===== src/include/asb_pkg.sv =====
// shared constants and types of the async serial block
package asb_pkg;
	// ======================================
	// baud generation
	localparam logic [3:0] PRESCALE_DIV1 = 4'h1;
	localparam logic [3:0] PRESCALE_DIV3 = 4'h3;
	localparam logic [3:0] PRESCALE_DIV4 = 4'h4;
	localparam logic [3:0] PRESCALE_DIV13 = 4'hD;
	localparam int BAUD_CNT_W = 20;
	localparam logic [19:0] BAUD_CNT_RST = 20'h0_0000;
	localparam int SAMPLES_PER_BIT = 16;

	// ======================================
	// receive sample positions, counted from 1 at the start edge
	localparam logic [4:0] SMP_FIRST = 5'h01;
	localparam logic [4:0] SMP_EDGE_A = 5'h03;
	localparam logic [4:0] SMP_EDGE_B = 5'h05;
	localparam logic [4:0] SMP_EDGE_C = 5'h07;
	localparam logic [4:0] SMP_CTR_FIRST = 5'h08;
	localparam logic [4:0] SMP_CTR_LAST = 5'h0A;
	localparam logic [4:0] SMP_LAST = 5'h10;

	// ======================================
	// frame sizes and idle detection
	localparam logic [3:0] DATA_BITS_SHORT = 4'h8;
	localparam logic [3:0] DATA_BITS_LONG = 4'h9;
	localparam logic [7:0] IDLE_TICKS_SHORT = 8'hA0;
	localparam logic [7:0] IDLE_TICKS_LONG = 8'hB0;
	localparam logic [3:0] TX_FRAME_SHORT = 4'hA;
	localparam logic [3:0] TX_FRAME_LONG = 4'hB;

	// ======================================
	// reset values
	localparam logic [2:0] HIST_RST = 3'h7;
	localparam logic [10:0] TX_SHIFT_RST = 11'h7FF;
	localparam logic [8:0] WORD_RST = 9'h000;

	typedef enum logic [3:0] {
		RX_IDLE = 4'b0001,
		RX_START = 4'b0010,
		RX_DATA = 4'b0100,
		RX_STOP = 4'b1000
	} asb_rx_state_t;
endpackage


===== src/rtl/asb_baud_gen.sv =====
// baud generator producing a tick at sixteen times the bit rate
`timescale 1ns/10ps
`default_nettype none
module asb_baud_gen (
	input wire logic ref_clk,
	input wire logic nrst,
	input wire logic run,
	input wire logic enable,
	input wire logic [1:0] presSel,
	input wire logic [2:0] divSel,
	input wire logic [7:0] extDiv,
	output logic tick16
);
	logic [3:0] preVal;
	logic [7:0] divVal;
	logic [7:0] extVal;
	logic [19:0] period;
	logic [19:0] cnt_q;

	always_comb begin
		case (presSel)
			2'h0: preVal = asb_pkg::PRESCALE_DIV1;
			2'h1: preVal = asb_pkg::PRESCALE_DIV3;
			2'h2: preVal = asb_pkg::PRESCALE_DIV4;
			default: preVal = asb_pkg::PRESCALE_DIV13;
		endcase
		divVal = 8'h01 << divSel;
		extVal = (extDiv == 8'h00) ? 8'h01 : extDiv;
		period = 20'(preVal) * 20'(divVal) * 20'(extVal);
	end

	// ======================================
	// divide counter
	always_ff @(posedge ref_clk or negedge nrst) begin
		if (!nrst) begin
			cnt_q <= asb_pkg::BAUD_CNT_RST;
			tick16 <= 1'b0;
		end else if (run) begin
			if (!enable) begin
				cnt_q <= asb_pkg::BAUD_CNT_RST;
				tick16 <= 1'b0;
			end else if (cnt_q == period - 20'h0_0001) begin
				cnt_q <= asb_pkg::BAUD_CNT_RST;
				tick16 <= 1'b1;
			end else begin
				cnt_q <= cnt_q + 20'h0_0001;
				tick16 <= 1'b0;
			end
		end else begin
			tick16 <= 1'b0;
		end
	end
endmodule // asb_baud_gen
`default_nettype wire


===== src/rtl/asb_fifo2.sv =====
// small flip-flop buffer with valid and ready on both sides
`timescale 1ns/10ps
`default_nettype none
module asb_fifo2 #(
	parameter int WIDTH = 9,
	parameter int DEPTH = 2
) (
	input wire logic ref_clk,
	input wire logic nrst,
	input wire logic run,
	input wire logic [WIDTH-1:0] inData,
	input wire logic inValid,
	output logic inReady,
	output logic [WIDTH-1:0] outData,
	output logic outValid,
	input wire logic outReady
);
	localparam int AW = (DEPTH > 1) ? $clog2(DEPTH) : 1;
	logic [WIDTH-1:0] mem_q [DEPTH];
	logic [AW-1:0] wrPtr_q;
	logic [AW-1:0] rdPtr_q;
	logic [AW:0] count_q;
	logic push;
	logic pop;

	assign inReady = (count_q != (AW+1)'(DEPTH));
	assign outValid = (count_q != '0);
	assign outData = mem_q[rdPtr_q];
	assign push = run && inValid && inReady;
	assign pop = run && outValid && outReady;

	genvar i;
	generate
		for (i = 0; i < DEPTH; i++) begin : g_entry
			always_ff @(posedge ref_clk or negedge nrst) begin
				if (!nrst) begin
					mem_q[i] <= '0;
				end else if (push && wrPtr_q == AW'(i)) begin
					mem_q[i] <= inData;
				end
			end
		end
	endgenerate

	always_ff @(posedge ref_clk or negedge nrst) begin
		if (!nrst) begin
			wrPtr_q <= '0;
			rdPtr_q <= '0;
			count_q <= '0;
		end else begin
			if (push) begin
				wrPtr_q <= (wrPtr_q == AW'(DEPTH - 1)) ? '0 : wrPtr_q + AW'(1);
			end
			if (pop) begin
				rdPtr_q <= (rdPtr_q == AW'(DEPTH - 1)) ? '0 : rdPtr_q + AW'(1);
			end
			if (push && !pop) begin
				count_q <= count_q + (AW+1)'(1);
			end else if (pop && !push) begin
				count_q <= count_q - (AW+1)'(1);
			end
		end
	end
endmodule // asb_fifo2
`default_nettype wire


===== src/rtl/asb_serial.sv =====
// async serial core: baud, oversampled receiver, mute and wake-up, parity
`timescale 1ns/10ps
`default_nettype none

// Overview of operation
// - tx rate is clock over 16, prescaler and tx divider; rx has own divider
// - tx and rx dividers each divide by a power of two, 1 to 128
// - extended prescalers divide tx or rx clock further by 1 to 255
// - extended division is active only for a non-zero prescaler value
// - while muted no receive flag is set and no receive interrupt raised
// - idle wake-up clears mute on an idle frame, idle flag stays clear
// - address wake-up: word with top data bit one clears mute, is received normally
// - frame is start, 8 or 9 data bits or 7/8 plus parity, stop
// - address wake-up tests the top data bit, never the parity bit
// - parity bit makes ones count even for select 0, odd for 1
// - with parity on, the top bit of the written word is replaced by parity
// - a failed parity check sets parity error and may request an interrupt
// - sixteen samples per bit; majority of samples 8, 9, 10 is the value
// - noise flagged when the three centre samples of a data bit disagree
// - sampling phase restarts on every start bit
// - start edge valid after three ones; noise if invalid or sample 3/5/7 high
// - noise flagged if any start bit centre sample reads one
// - in wait mode the block runs and its interrupts wake the device
// - in halt mode baud ticks clear, all other state freezes and transfers stop
// - a false start is dropped; its noise is reported with the next frame
// - word length bit selects 8 data bits at 0, 9 data bits at 1
module asb_serial (
	input wire logic ref_clk,
	input wire logic nrst,
	input wire logic clkEn,
	input wire logic haltMode,
	input wire logic waitMode,
	input wire logic [1:0] common_prescale_sel,
	input wire logic [2:0] tx_divider_sel,
	input wire logic [2:0] rx_divider_sel,
	input wire logic [7:0] tx_ext_prescale_reg,
	input wire logic [7:0] rx_ext_prescale_reg,
	input wire logic wordLen9,
	input wire logic parity_enable,
	input wire logic parity_odd_sel,
	input wire logic parity_irq_enable,
	input wire logic rxIrqEnable,
	input wire logic idleIrqEnable,
	input wire logic wakeAddrMark,
	input wire logic txEnable,
	input wire logic rxEnable,
	input wire logic muteSet,
	input wire logic flagClear,
	input wire logic [8:0] txData,
	input wire logic txValid,
	output logic txReady,
	output logic txLine,
	output logic txBusy,
	input wire logic rxLine,
	output logic [8:0] rxData,
	output logic receiver_mute,
	output logic rx_ready_flag,
	output logic noise_flag,
	output logic parity_error_flag,
	output logic framingFlag,
	output logic idleFlag,
	output logic irqReq,
	output logic wakeReq
);
	// ======================================
	// freeze and baud ticks
	logic run;
	logic txTick;
	logic rxTick;
	assign run = clkEn && !haltMode;

	asb_baud_gen u_txBaud (
		.ref_clk(ref_clk),
		.nrst(nrst),
		.run(run),
		.enable(txEnable),
		.presSel(common_prescale_sel),
		.divSel(tx_divider_sel),
		.extDiv(tx_ext_prescale_reg),
		.tick16(txTick)
	);

	asb_baud_gen u_rxBaud (
		.ref_clk(ref_clk),
		.nrst(nrst),
		.run(run),
		.enable(rxEnable),
		.presSel(common_prescale_sel),
		.divSel(rx_divider_sel),
		.extDiv(rx_ext_prescale_reg),
		.tick16(rxTick)
	);

	// ======================================
	// transmit path
	logic [8:0] bufData;
	logic bufValid;
	logic bufPop;
	logic [8:0] txWord;
	logic [10:0] txShift_q;
	logic [3:0] txBitsLeft_q;
	logic [3:0] txSub_q;
	logic txActive_q;

	asb_fifo2 #(
		.WIDTH(9),
		.DEPTH(2)
	) u_txBuf (
		.ref_clk(ref_clk),
		.nrst(nrst),
		.run(run),
		.inData(txData),
		.inValid(txValid),
		.inReady(txReady),
		.outData(bufData),
		.outValid(bufValid),
		.outReady(bufPop)
	);

	assign bufPop = txEnable && !txActive_q && bufValid;
	assign txBusy = txActive_q;

	always_comb begin
		txWord = bufData;
		if (parity_enable) begin
			if (wordLen9) begin
				txWord[8] = ^bufData[7:0] ^ parity_odd_sel;
			end else begin
				txWord[7] = ^bufData[6:0] ^ parity_odd_sel;
			end
		end
	end

	always_ff @(posedge ref_clk or negedge nrst) begin
		if (!nrst) begin
			txShift_q <= asb_pkg::TX_SHIFT_RST;
			txBitsLeft_q <= 4'h0;
			txSub_q <= 4'h0;
			txActive_q <= 1'b0;
		end else if (run) begin
			if (bufPop) begin
				// start bit goes out at once, stop bit sits above the data
				txShift_q <= wordLen9 ? {1'b1, txWord, 1'b0} : {2'b11, txWord[7:0], 1'b0};
				txBitsLeft_q <= wordLen9 ? asb_pkg::TX_FRAME_LONG : asb_pkg::TX_FRAME_SHORT;
				txSub_q <= 4'h0;
				txActive_q <= 1'b1;
			end else if (txActive_q && txTick) begin
				txSub_q <= txSub_q + 4'h1;
				if (txSub_q == 4'(asb_pkg::SAMPLES_PER_BIT - 1)) begin
					txShift_q <= {1'b1, txShift_q[10:1]};
					txBitsLeft_q <= txBitsLeft_q - 4'h1;
					if (txBitsLeft_q == 4'h1) begin
						txActive_q <= 1'b0;
					end
				end
			end
		end
	end

	always_ff @(posedge ref_clk or negedge nrst) begin
		if (!nrst) begin
			txLine <= 1'b1;
		end else if (run) begin
			txLine <= txActive_q ? txShift_q[0] : 1'b1;
		end
	end

	// ======================================
	// receive line synchroniser
	logic rxSync1_q;
	logic rxS;
	always_ff @(posedge ref_clk or negedge nrst) begin
		if (!nrst) begin
			rxSync1_q <= 1'b1;
			rxS <= 1'b1;
		end else if (run) begin
			rxSync1_q <= rxLine;
			rxS <= rxSync1_q;
		end
	end

	// ======================================
	// receive sampler
	asb_pkg::asb_rx_state_t rxState_q;
	logic [4:0] smp_q;
	logic [2:0] hist_q;
	logic [2:0] ctr;
	logic ctrMaj;
	logic ctrOdd;
	logic edgeNoise_q;
	logic frameNoise_q;
	logic pendNoise_q;
	logic [8:0] rxShift_q;
	logic [3:0] bitCnt_q;
	logic [3:0] nBits;
	logic [7:0] idleCnt_q;
	logic idleArmed_q;
	logic idleEvent;
	logic rxDone;
	logic stopBad;
	logic [8:0] word;
	logic addrBit;
	logic parityBad;

	assign ctr = {hist_q[1:0], rxS};
	assign ctrMaj = (ctr[0] & ctr[1]) | (ctr[0] & ctr[2]) | (ctr[1] & ctr[2]);
	assign ctrOdd = (ctr != 3'h0) && (ctr != 3'h7);
	assign nBits = wordLen9 ? asb_pkg::DATA_BITS_LONG : asb_pkg::DATA_BITS_SHORT;
	assign rxDone = rxTick && rxState_q == asb_pkg::RX_STOP && smp_q == asb_pkg::SMP_CTR_LAST;
	assign stopBad = !ctrMaj;
	assign idleEvent = rxTick && rxState_q == asb_pkg::RX_IDLE && rxS && idleArmed_q
		&& idleCnt_q == ((wordLen9 ? asb_pkg::IDLE_TICKS_LONG : asb_pkg::IDLE_TICKS_SHORT) - 8'h01);

	always_ff @(posedge ref_clk or negedge nrst) begin
		if (!nrst) begin
			rxState_q <= asb_pkg::RX_IDLE;
			smp_q <= asb_pkg::SMP_FIRST;
			hist_q <= asb_pkg::HIST_RST;
			edgeNoise_q <= 1'b0;
			frameNoise_q <= 1'b0;
			rxShift_q <= asb_pkg::WORD_RST;
			bitCnt_q <= 4'h0;
		end else if (run) begin
			if (!rxEnable) begin
				rxState_q <= asb_pkg::RX_IDLE;
				hist_q <= asb_pkg::HIST_RST;
			end else if (rxTick) begin
				hist_q <= ctr;
				smp_q <= (smp_q == asb_pkg::SMP_LAST) ? asb_pkg::SMP_FIRST : smp_q + 5'h01;
				case (rxState_q)
					asb_pkg::RX_IDLE: begin
						if (!rxS) begin
							// sample phase restarts here
							rxState_q <= asb_pkg::RX_START;
							smp_q <= asb_pkg::SMP_FIRST + 5'h01;
							edgeNoise_q <= (hist_q != 3'h7);
						end
					end
					asb_pkg::RX_START: begin
						if ((smp_q == asb_pkg::SMP_EDGE_A || smp_q == asb_pkg::SMP_EDGE_B
							|| smp_q == asb_pkg::SMP_EDGE_C) && rxS) begin
							edgeNoise_q <= 1'b1;
						end
						if (smp_q == asb_pkg::SMP_CTR_LAST) begin
							if (ctrMaj) begin
								rxState_q <= asb_pkg::RX_IDLE;
							end else begin
								frameNoise_q <= edgeNoise_q || (ctr != 3'h0);
							end
						end
						if (smp_q == asb_pkg::SMP_LAST) begin
							rxState_q <= asb_pkg::RX_DATA;
							bitCnt_q <= 4'h0;
						end
					end
					asb_pkg::RX_DATA: begin
						if (smp_q == asb_pkg::SMP_CTR_LAST) begin
							rxShift_q <= {ctrMaj, rxShift_q[8:1]};
							if (ctrOdd) begin
								frameNoise_q <= 1'b1;
							end
						end
						if (smp_q == asb_pkg::SMP_LAST) begin
							bitCnt_q <= bitCnt_q + 4'h1;
							if (bitCnt_q == nBits - 4'h1) begin
								rxState_q <= asb_pkg::RX_STOP;
							end
						end
					end
					asb_pkg::RX_STOP: begin
						if (smp_q == asb_pkg::SMP_CTR_LAST) begin
							// leave early so the next start edge is caught on time
							rxState_q <= asb_pkg::RX_IDLE;
						end
					end
					default: rxState_q <= asb_pkg::RX_IDLE;
				endcase
			end
		end
	end

	// ======================================
	// idle line detection
	always_ff @(posedge ref_clk or negedge nrst) begin
		if (!nrst) begin
			idleCnt_q <= 8'h00;
			idleArmed_q <= 1'b1;
		end else if (run) begin
			if (rxTick) begin
				if (rxState_q != asb_pkg::RX_IDLE || !rxS) begin
					idleCnt_q <= 8'h00;
				end else if (idleArmed_q) begin
					idleCnt_q <= idleCnt_q + 8'h01;
				end
			end
			if (rxDone) begin
				idleArmed_q <= 1'b1;
			end else if (idleEvent) begin
				idleArmed_q <= 1'b0;
			end
		end
	end

	// ======================================
	// received word checks
	assign word = wordLen9 ? rxShift_q : {1'b0, rxShift_q[8:1]};
	assign parityBad = parity_enable && ((^word) != parity_odd_sel);
	always_comb begin
		if (parity_enable) begin
			addrBit = wordLen9 ? word[7] : word[6];
		end else begin
			addrBit = wordLen9 ? word[8] : word[7];
		end
	end

	logic accept;
	logic wakeAddr;
	logic wakeIdle;
	assign wakeAddr = rxDone && receiver_mute && wakeAddrMark && addrBit;
	assign wakeIdle = idleEvent && receiver_mute && !wakeAddrMark;
	assign accept = rxDone && (!receiver_mute || wakeAddr);

	// ======================================
	// mute bit: a software set wins over a wake in the same cycle
	always_ff @(posedge ref_clk or negedge nrst) begin
		if (!nrst) begin
			receiver_mute <= 1'b0;
		end else if (run) begin
			if (muteSet) begin
				receiver_mute <= 1'b1;
			end else if (wakeAddr || wakeIdle) begin
				receiver_mute <= 1'b0;
			end
		end
	end

	always_ff @(posedge ref_clk or negedge nrst) begin
		if (!nrst) begin
			rxData <= asb_pkg::WORD_RST;
		end else if (run && accept) begin
			rxData <= word;
		end
	end

	// ======================================
	// status flags: a hardware set wins over a clear
	logic setNoise;
	logic setFalse;
	assign setNoise = accept && (frameNoise_q || pendNoise_q || !ctrMaj || ctrOdd);
	assign setFalse = rxTick && rxEnable && rxState_q == asb_pkg::RX_START
		&& smp_q == asb_pkg::SMP_CTR_LAST && ctrMaj;

	always_ff @(posedge ref_clk or negedge nrst) begin
		if (!nrst) begin
			pendNoise_q <= 1'b0;
		end else if (run) begin
			if (setFalse && !receiver_mute) begin
				pendNoise_q <= 1'b1;
			end else if (accept) begin
				pendNoise_q <= 1'b0;
			end
		end
	end

	always_ff @(posedge ref_clk or negedge nrst) begin
		if (!nrst) begin
			rx_ready_flag <= 1'b0;
			noise_flag <= 1'b0;
			parity_error_flag <= 1'b0;
			framingFlag <= 1'b0;
			idleFlag <= 1'b0;
		end else if (run) begin
			rx_ready_flag <= accept || (rx_ready_flag && !flagClear);
			noise_flag <= setNoise || (noise_flag && !flagClear);
			parity_error_flag <= (accept && parityBad) || (parity_error_flag && !flagClear);
			framingFlag <= (accept && stopBad) || (framingFlag && !flagClear);
			idleFlag <= (idleEvent && !receiver_mute) || (idleFlag && !flagClear);
		end
	end

	// ======================================
	// interrupt request and wait wake-up
	logic irqCombo;
	assign irqCombo = (parity_error_flag && parity_irq_enable)
		|| (rx_ready_flag && rxIrqEnable) || (idleFlag && idleIrqEnable);

	always_ff @(posedge ref_clk or negedge nrst) begin
		if (!nrst) begin
			irqReq <= 1'b0;
			wakeReq <= 1'b0;
		end else if (run) begin
			irqReq <= irqCombo && !receiver_mute;
			wakeReq <= irqCombo && !receiver_mute && waitMode;
		end
	end
endmodule // asb_serial
`default_nettype wire


===== config.mk =====
export PLATFORM = sky130hd
export DESIGN_NAME = asb_serial
export DESIGN_NICKNAME = d
export VERILOG_FILES = /design/src/include/asb_pkg.sv /design/src/rtl/asb_baud_gen.sv /design/src/rtl/asb_fifo2.sv /design/src/rtl/asb_serial.sv
export SDC_FILE = /design/constraint.sdc
export NUM_CORES = 1
export LEC_CHECK = 0
export BUFFER_PORTS_ARGS = -buffer_cell sky130_fd_sc_hd__buf_2
export CAP_MARGIN = 20
export CORE_MARGIN = 3
export CORE_UTILIZATION = 60
export CTS_CLUSTER_SIZE = 16
export DETAILED_ROUTE_END_ITERATION = 7
export PLACE_DENSITY = 0.77
export SLEW_MARGIN = 30
export SYNTH_ARGS = -nofsm -noshare
export SYNTH_HDL_FRONTEND = slang
export SYNTH_SLANG_ARGS = --single-unit

===== constraint.sdc =====
create_clock -name ref_clk -period 3.4 [get_ports ref_clk]
set_clock_uncertainty 0.2 [all_clocks]
set_input_delay 0.34 -clock ref_clk [delete_from_list [all_inputs] [get_ports ref_clk]]
set_output_delay 0.34 -clock ref_clk [all_outputs]
set_load 0.01 [all_outputs]

== Yosys cells after proc, flatten, opt, wreduce, memory -nomap -nowiden ==
Cells that the tools add are included.
Storage, ports and cells
  output and inout port bits: 20
  bits in registers: 141
  word-level logic and storage cells: 285
Operators by class
  eq/ne operators: 37
  multiply operators: 4
  shift operators: 2
  $add $sub $neg: 15
  order comparisons: 1
  muxes and demuxes: 78
  reductions and logical operators: 104
  bitwise logic cells: 9
Operator list (number)
  $mux 20: 4
  $mux 4: 16
  $logic_and 1x1->1: 47
  $add 20x1->20 const B: 2
  $eq 20x20->1: 2
  $mul 12x8->20: 2
  $sub 20x1->20 const B: 2
  $mux 9: 4
  $mux 11: 3
  $mux 1: 32
  $mux 8: 4
  $mul 4x8->12: 2
  $reduce_bool 2->1: 11
  $mux 5: 4
  $ne 2x2->1 const B: 9
  $logic_not 8->1: 2
  $logic_or 1x1->1: 16
  $pmux 4 s4: 1
  $reduce_and 8->1: 2
  $shl 1x3->8 const A: 2
  $ne 3x3->1 const B: 5
  $pmux 4 s3: 1
  $reduce_and 6->1: 2
  $eq 5x3->1 const B: 2
  45 further kinds: 73

== Depth between registers and ports, before layout ==
  depth in word-level cells: 10
  gate-level depth with buffers: 36

== By module ==
Synthesis repeated with hierarchy kept, for this count alone.
Second synthesis, totals
  cell total of the unflattened synthesis: 1820
  area total of the unflattened synthesis: 16652.2 um^2
By module, submodules not included
  asb_baud_gen at u_rxBaud: area each 5808.1 um^2, cells each 678, times used 1
  asb_baud_gen at u_txBaud: area each 5749.3 um^2, cells each 672, times used 1
  asb_serial: area each 4066.4 um^2, cells each 406, times used 1
  asb_fifo2: area each 1028.5 um^2, cells each 64, times used 1

== Worst setup path before layout ==
No wires, ideal clock.
  path type: input to register
  start: in rx_divider_sel[0]
  end: reg u_rxBaud.cnt_q[17]
  path buffers: 5
  library setup time: 0.121 ns
  arrival: 8.140 ns
  cell stages on the path: 35
  setup slack: -5.061 ns
  path through: clkbuf_1 > buf_1 > nand3_1 > fa_1 > fa_1 > inv_1 > ha_1 > a21o_1 > a21oi_1 > o21ai_0 > a21oi_1 > o21ai_0 > a21o_1 > a21oi_1 > xnor2_1 > and2_1 > fa_1 > inv_1 > fa_1 > fa_1 > fa_1 > inv_1 > ha_1 > buf_2 > a21oi_1 > o21ai_1 > a222oi_1 > nand4b_1 > a2111oi_2 > nand4bb_1 > o41ai_2 > buf_4 > nor2_2 > buf_6 > a22o_1
On the way
  longest elaborated chain between the ends: 7
Ends and longest elaborated chain
  from (decl): RTL line asb_serial.sv:35  | input wire logic [2:0] rx_divider_sel,
  $shl 1x3->8: RTL line asb_baud_gen.sv:27  | divVal = 8'h01 << divSel;
  $mul 4x8->12: RTL line asb_baud_gen.sv:29  | period = 20'(preVal) * 20'(divVal) * 20'(extVal);
  $mul 12x8->20: RTL line asb_baud_gen.sv:29
  $sub 20x1->20: RTL line asb_baud_gen.sv:42  | end else if (cnt_q == period - 20'h0_0001) begin
  $eq 20x20->1: RTL line asb_baud_gen.sv:42
  $mux 20: RTL line asb_baud_gen.sv:42
  $mux 20: RTL line asb_baud_gen.sv:39  | if (!enable) begin
  to (signal assigned): RTL line asb_baud_gen.sv:40  | cnt_q <= asb_pkg::BAUD_CNT_RST;
  to (signal assigned): RTL line asb_baud_gen.sv:43  | cnt_q <= asb_pkg::BAUD_CNT_RST;
  to (signal assigned): RTL line asb_baud_gen.sv:46  | cnt_q <= cnt_q + 20'h0_0001;
  to (decl): RTL line asb_baud_gen.sv:18  | logic [19:0] cnt_q;
No other way between the ends.
A chain may end at the register's enable or synchronous reset.

== Worst setup path in the final report ==
  start: in rx_divider_sel[2]
  end: reg u_rxBaud.cnt_q[14]
Same word-level chain as after synthesis.

==> results.toml <==
[final_layout]
stdcell_count = 2644
area.growth.synth_to_final_pct = 28.12
nNetsFinal = 2602
drive_gt1_frac = 0.2848
antenna_cells = 0
multi_input_area_mm2 = 0.01310
n_fill_cell = 1841
seqCellArea_mm2 = 0.003527

[setup_path]
cp_common_cell = "fa_1"
slowest_stage = "fa_1"
max_stage_delay_ns = 0.58
cp_max_fo = 8
r2r_start = "u_rxBaud.cnt_q[19]"
end_kind = "flop"
crit_start = "rx_divider_sel[2]"
path_class = "in2reg"
crit_required_ns = 3.52
setup.worst_path.start_class = "input pin"
cp.arrival_ns = 8.07

[detailed_routing]
drcViolationCount = 0
drtPass1Iterations = 6
routed_wirelength_um = 45140
viasPerCell = 5.786
drt-met1-wl_um = 19110
highest_layer = "met4"
wl_met3_um = 2253
wl_per_cell_um = 17.07
drtIter0Drc = 1135
vias = 15300
ant_nets = 0
wl_met2_um = 22780

[yosys]
synthFlopType = "dfrtp_1"
synth_area_mm2 = 0.01662
synth_top_cell_by_area = "fa_1"
muxShareOfSynthArea = 0.03809
yosys.area.top_type_share = 0.1855
yosysUniqueCellTypes = 84
synth-edff-count = 0
synth-compound-area-share = 0.1235
async_flop_share = 1.000
synthXorXnorAreaFrac = 0.05157
yosys-top-cells-area = "fa_1 19%, dfrtp_1 18%, ha_1 10%"
syn-instance-count = 1926
yosysWarnings = 0
yosysMostFrequentCell = "nand2_1"
synthAdderAreaFrac = 0.2906
synth_top_family_by_area = "adder cells"
netlist_top_cells_count = "268 x nand2_1, 190 x inv_1, 154 x fa_1, 138 x ha_1, 121 x dfrtp_1"
syn-num-nets = 2269
postSynthAreaPerCell_um2 = 8.630
yosys.area_share.simple = 0.2218
ys_seq_area_frac = 0.2122
synth-seq-cells = 140

[sta]
relSlewSlack = 0.4206
fin_crit_sh = 2.338
setup_slack_ns = -4.551
setup_viol = 42
hold_violations = 0
finalMaxSlewViolations = 0
finalHoldWorstSlack_ns = 0.06256
rsz0062_at_grt = "yes"
min_period_ns = 7.951
worstMarginPinSlew_ns = 0.8692
fmax_mhz = 125.8

[floorplan]
die_area_mm2 = 0.02973
num_rows = 60
core_area_mm2 = 0.02710
start_util = 0.6133
die-width_um = 172.4
num_io_pins = 71
dieHeight_um = 172.4

[cts]
cts_made_buffers = 17
cts_buffer_depth = 2
cts_sinks = 140
path_clk_slew_ns = 0.06
cts_tree = "done"
cts-root-buf = "clkbuf_16"
clk-insertion-delay-late_ns = 0.43
cts_htree_levels = 4

[global_routing]
grt_pass1_wl_um = 76250
gr-total-overflow = 0
grt.total_usage = 0.3135
grt_max_degree = 72
antenna_found_initial = 0
grt_pass1_vias = 16020

[power_and_ir_drop]
powerDensity_mw_per_mm2 = 643.0
p_leak_nw = 9.780
peakVddDrop_mv = 0.6554

[job]
drv_cap = 0

[run_status]
status = "complete, but fails checks"
violations = "negative setup slack"

[placed_design]
routabilityCongestion = 0.9492
hpwl_um = 33950
dp_cells = 2559
port_buffers = 70

[min_path]
hold_path_startpoint = "txValid"
hold_path.class = "in2reg"
-- where the power goes --
group	total, mW	internal, mW	switching [mW]
registers	2.24	1.96	0.278
logic	9.59	4.69	4.90
clock network	1.86	1.09	0.770
total	13.7	7.74	5.95
-- path summary, 6_finish.rpt --
check                           slack [ns]  depth (start not counted)            endpoint
worst max-delay path                 -4.55                         35  u_rxBaud.cnt_q[14]
worst min register to register        0.26                          2                 rxS
worst max register to register        0.30                         11  u_rxBaud.cnt_q[14]
max in group asynchronous             1.86                          3        txShift_q[0]
min in group asynchronous             0.28                          2  u_txBaud.cnt_q[19]
worst min-delay path                  0.06                          3     u_txBuf.wrPtr_q
-- registers in the layout (all words and copies together) (netlist names), 2 cells and up --
signal / cells
rxState_q: 4
idleCnt_q: 8
txSub_q: 4
u_rxBaud.cnt_q: 20
txShift_q: 10
u_txBuf.count_q: 2
bitCnt_q: 4
rxShift_q: 9
rxData: 9
smp_q: 5
u_txBaud.cnt_q: 20
txBitsLeft_q: 4
hist_q: 3
u_txBuf.mem_q: 18
-- critical path, delay by kind of cell --
kind | cells | cell delay (ns)
xor gates and xnor gates | 1 | 0.15
AOI/OAI and AO/OA | 12 | 2.26
buffers and inverters | 7 | 0.70
adders and majority gates | 8 | 3.59
and+or+nand+nor | 7 | 1.01
-- area by class of cell --
cell class | count | share of cell area
well taps | 372 | 0.02186
repair buffers | 387 | 0.1363
multi-input cells | 1523 | 0.6151
clock inverters | 14 | 0.007462
flip-flops and latches | 140 | 0.1656
inverters | 190 | 0.03349
clock buffers | 18 | 0.02015
-- routing by layer --
metal	vias to the layer above	GRT usage
met1	7493	0.4073
met5	-	0
met3	100	0.03818
met4	0	0.09163
met2	522	0.5524
li1	7183	-
-- metrics by stage --
step	cell area, um2	setup WS, ns	utilization	power [mW]	TNS [ns]
floorplan	17020	-4.537	-	7.550	-178.81
global placement	19480	-5.336	0.7189	10.45	-211.85
detailed placement	19480	-5.347	0.7189	10.59	-214.85
CTS	20960	-4.483	0.7734	13.18	-183.28
global route	21300	-4.878	0.7858	14.73	-200.21
finish	21300	-4.551	0.7858	13.69	-185.82
-- cells by family after synthesis --
family / count (synthesis)
AO/OA/AOI/OAI: 325
flip-flops: 140
buffers and inverters: 266
XOR/XNOR: 97
AND/OR/NAND/NOR: 745
adder cells (fa/ha/maj): 294
multiplexers: 59
-- timing repair --
item | 4_1_cts | 5_1_grt
hold buffers | 14 | 0
setup endpoints to repair | 42 | 42
gates cloned | 4 | 0
endpoints found under the hold margin | 81 | 0
gates resized for setup | 131 | 55
pin swaps | 74 | 34
setup buffers | 23 | 14
-- placed cells by master (no fill, tap or decap), types with 9 or more instances in the layout --
master / n
a21o_1: 24
a21oi_1: 54
a21oi_2: 30
a22o_1: 15
a31oi_1: 16
and2_1: 83
and2_4: 11
and3_1: 35
buf_2: 63
buf_4: 285
buf_6: 22
clkbuf_16: 17
dfrtp_1: 121
dfstp_2: 19
dlygate4sd3_1: 14
fa_1: 149
ha_1: 120
ha_4: 17
inv_1: 181
inv_2: 9
mux2_2: 33
mux2i_1: 25
nand2_1: 261
nand2b_1: 16
nand3_1: 62
nand4_1: 18
nor2_1: 103
nor2b_1: 21
nor3_1: 35
nor4_1: 9
o21ai_0: 60
o21ai_1: 20
o21ai_2: 12
o22ai_1: 9
or3_1: 9
xnor2_1: 55
xor2_1: 27
No activity file was read; power rests on OpenSTA's default activity.
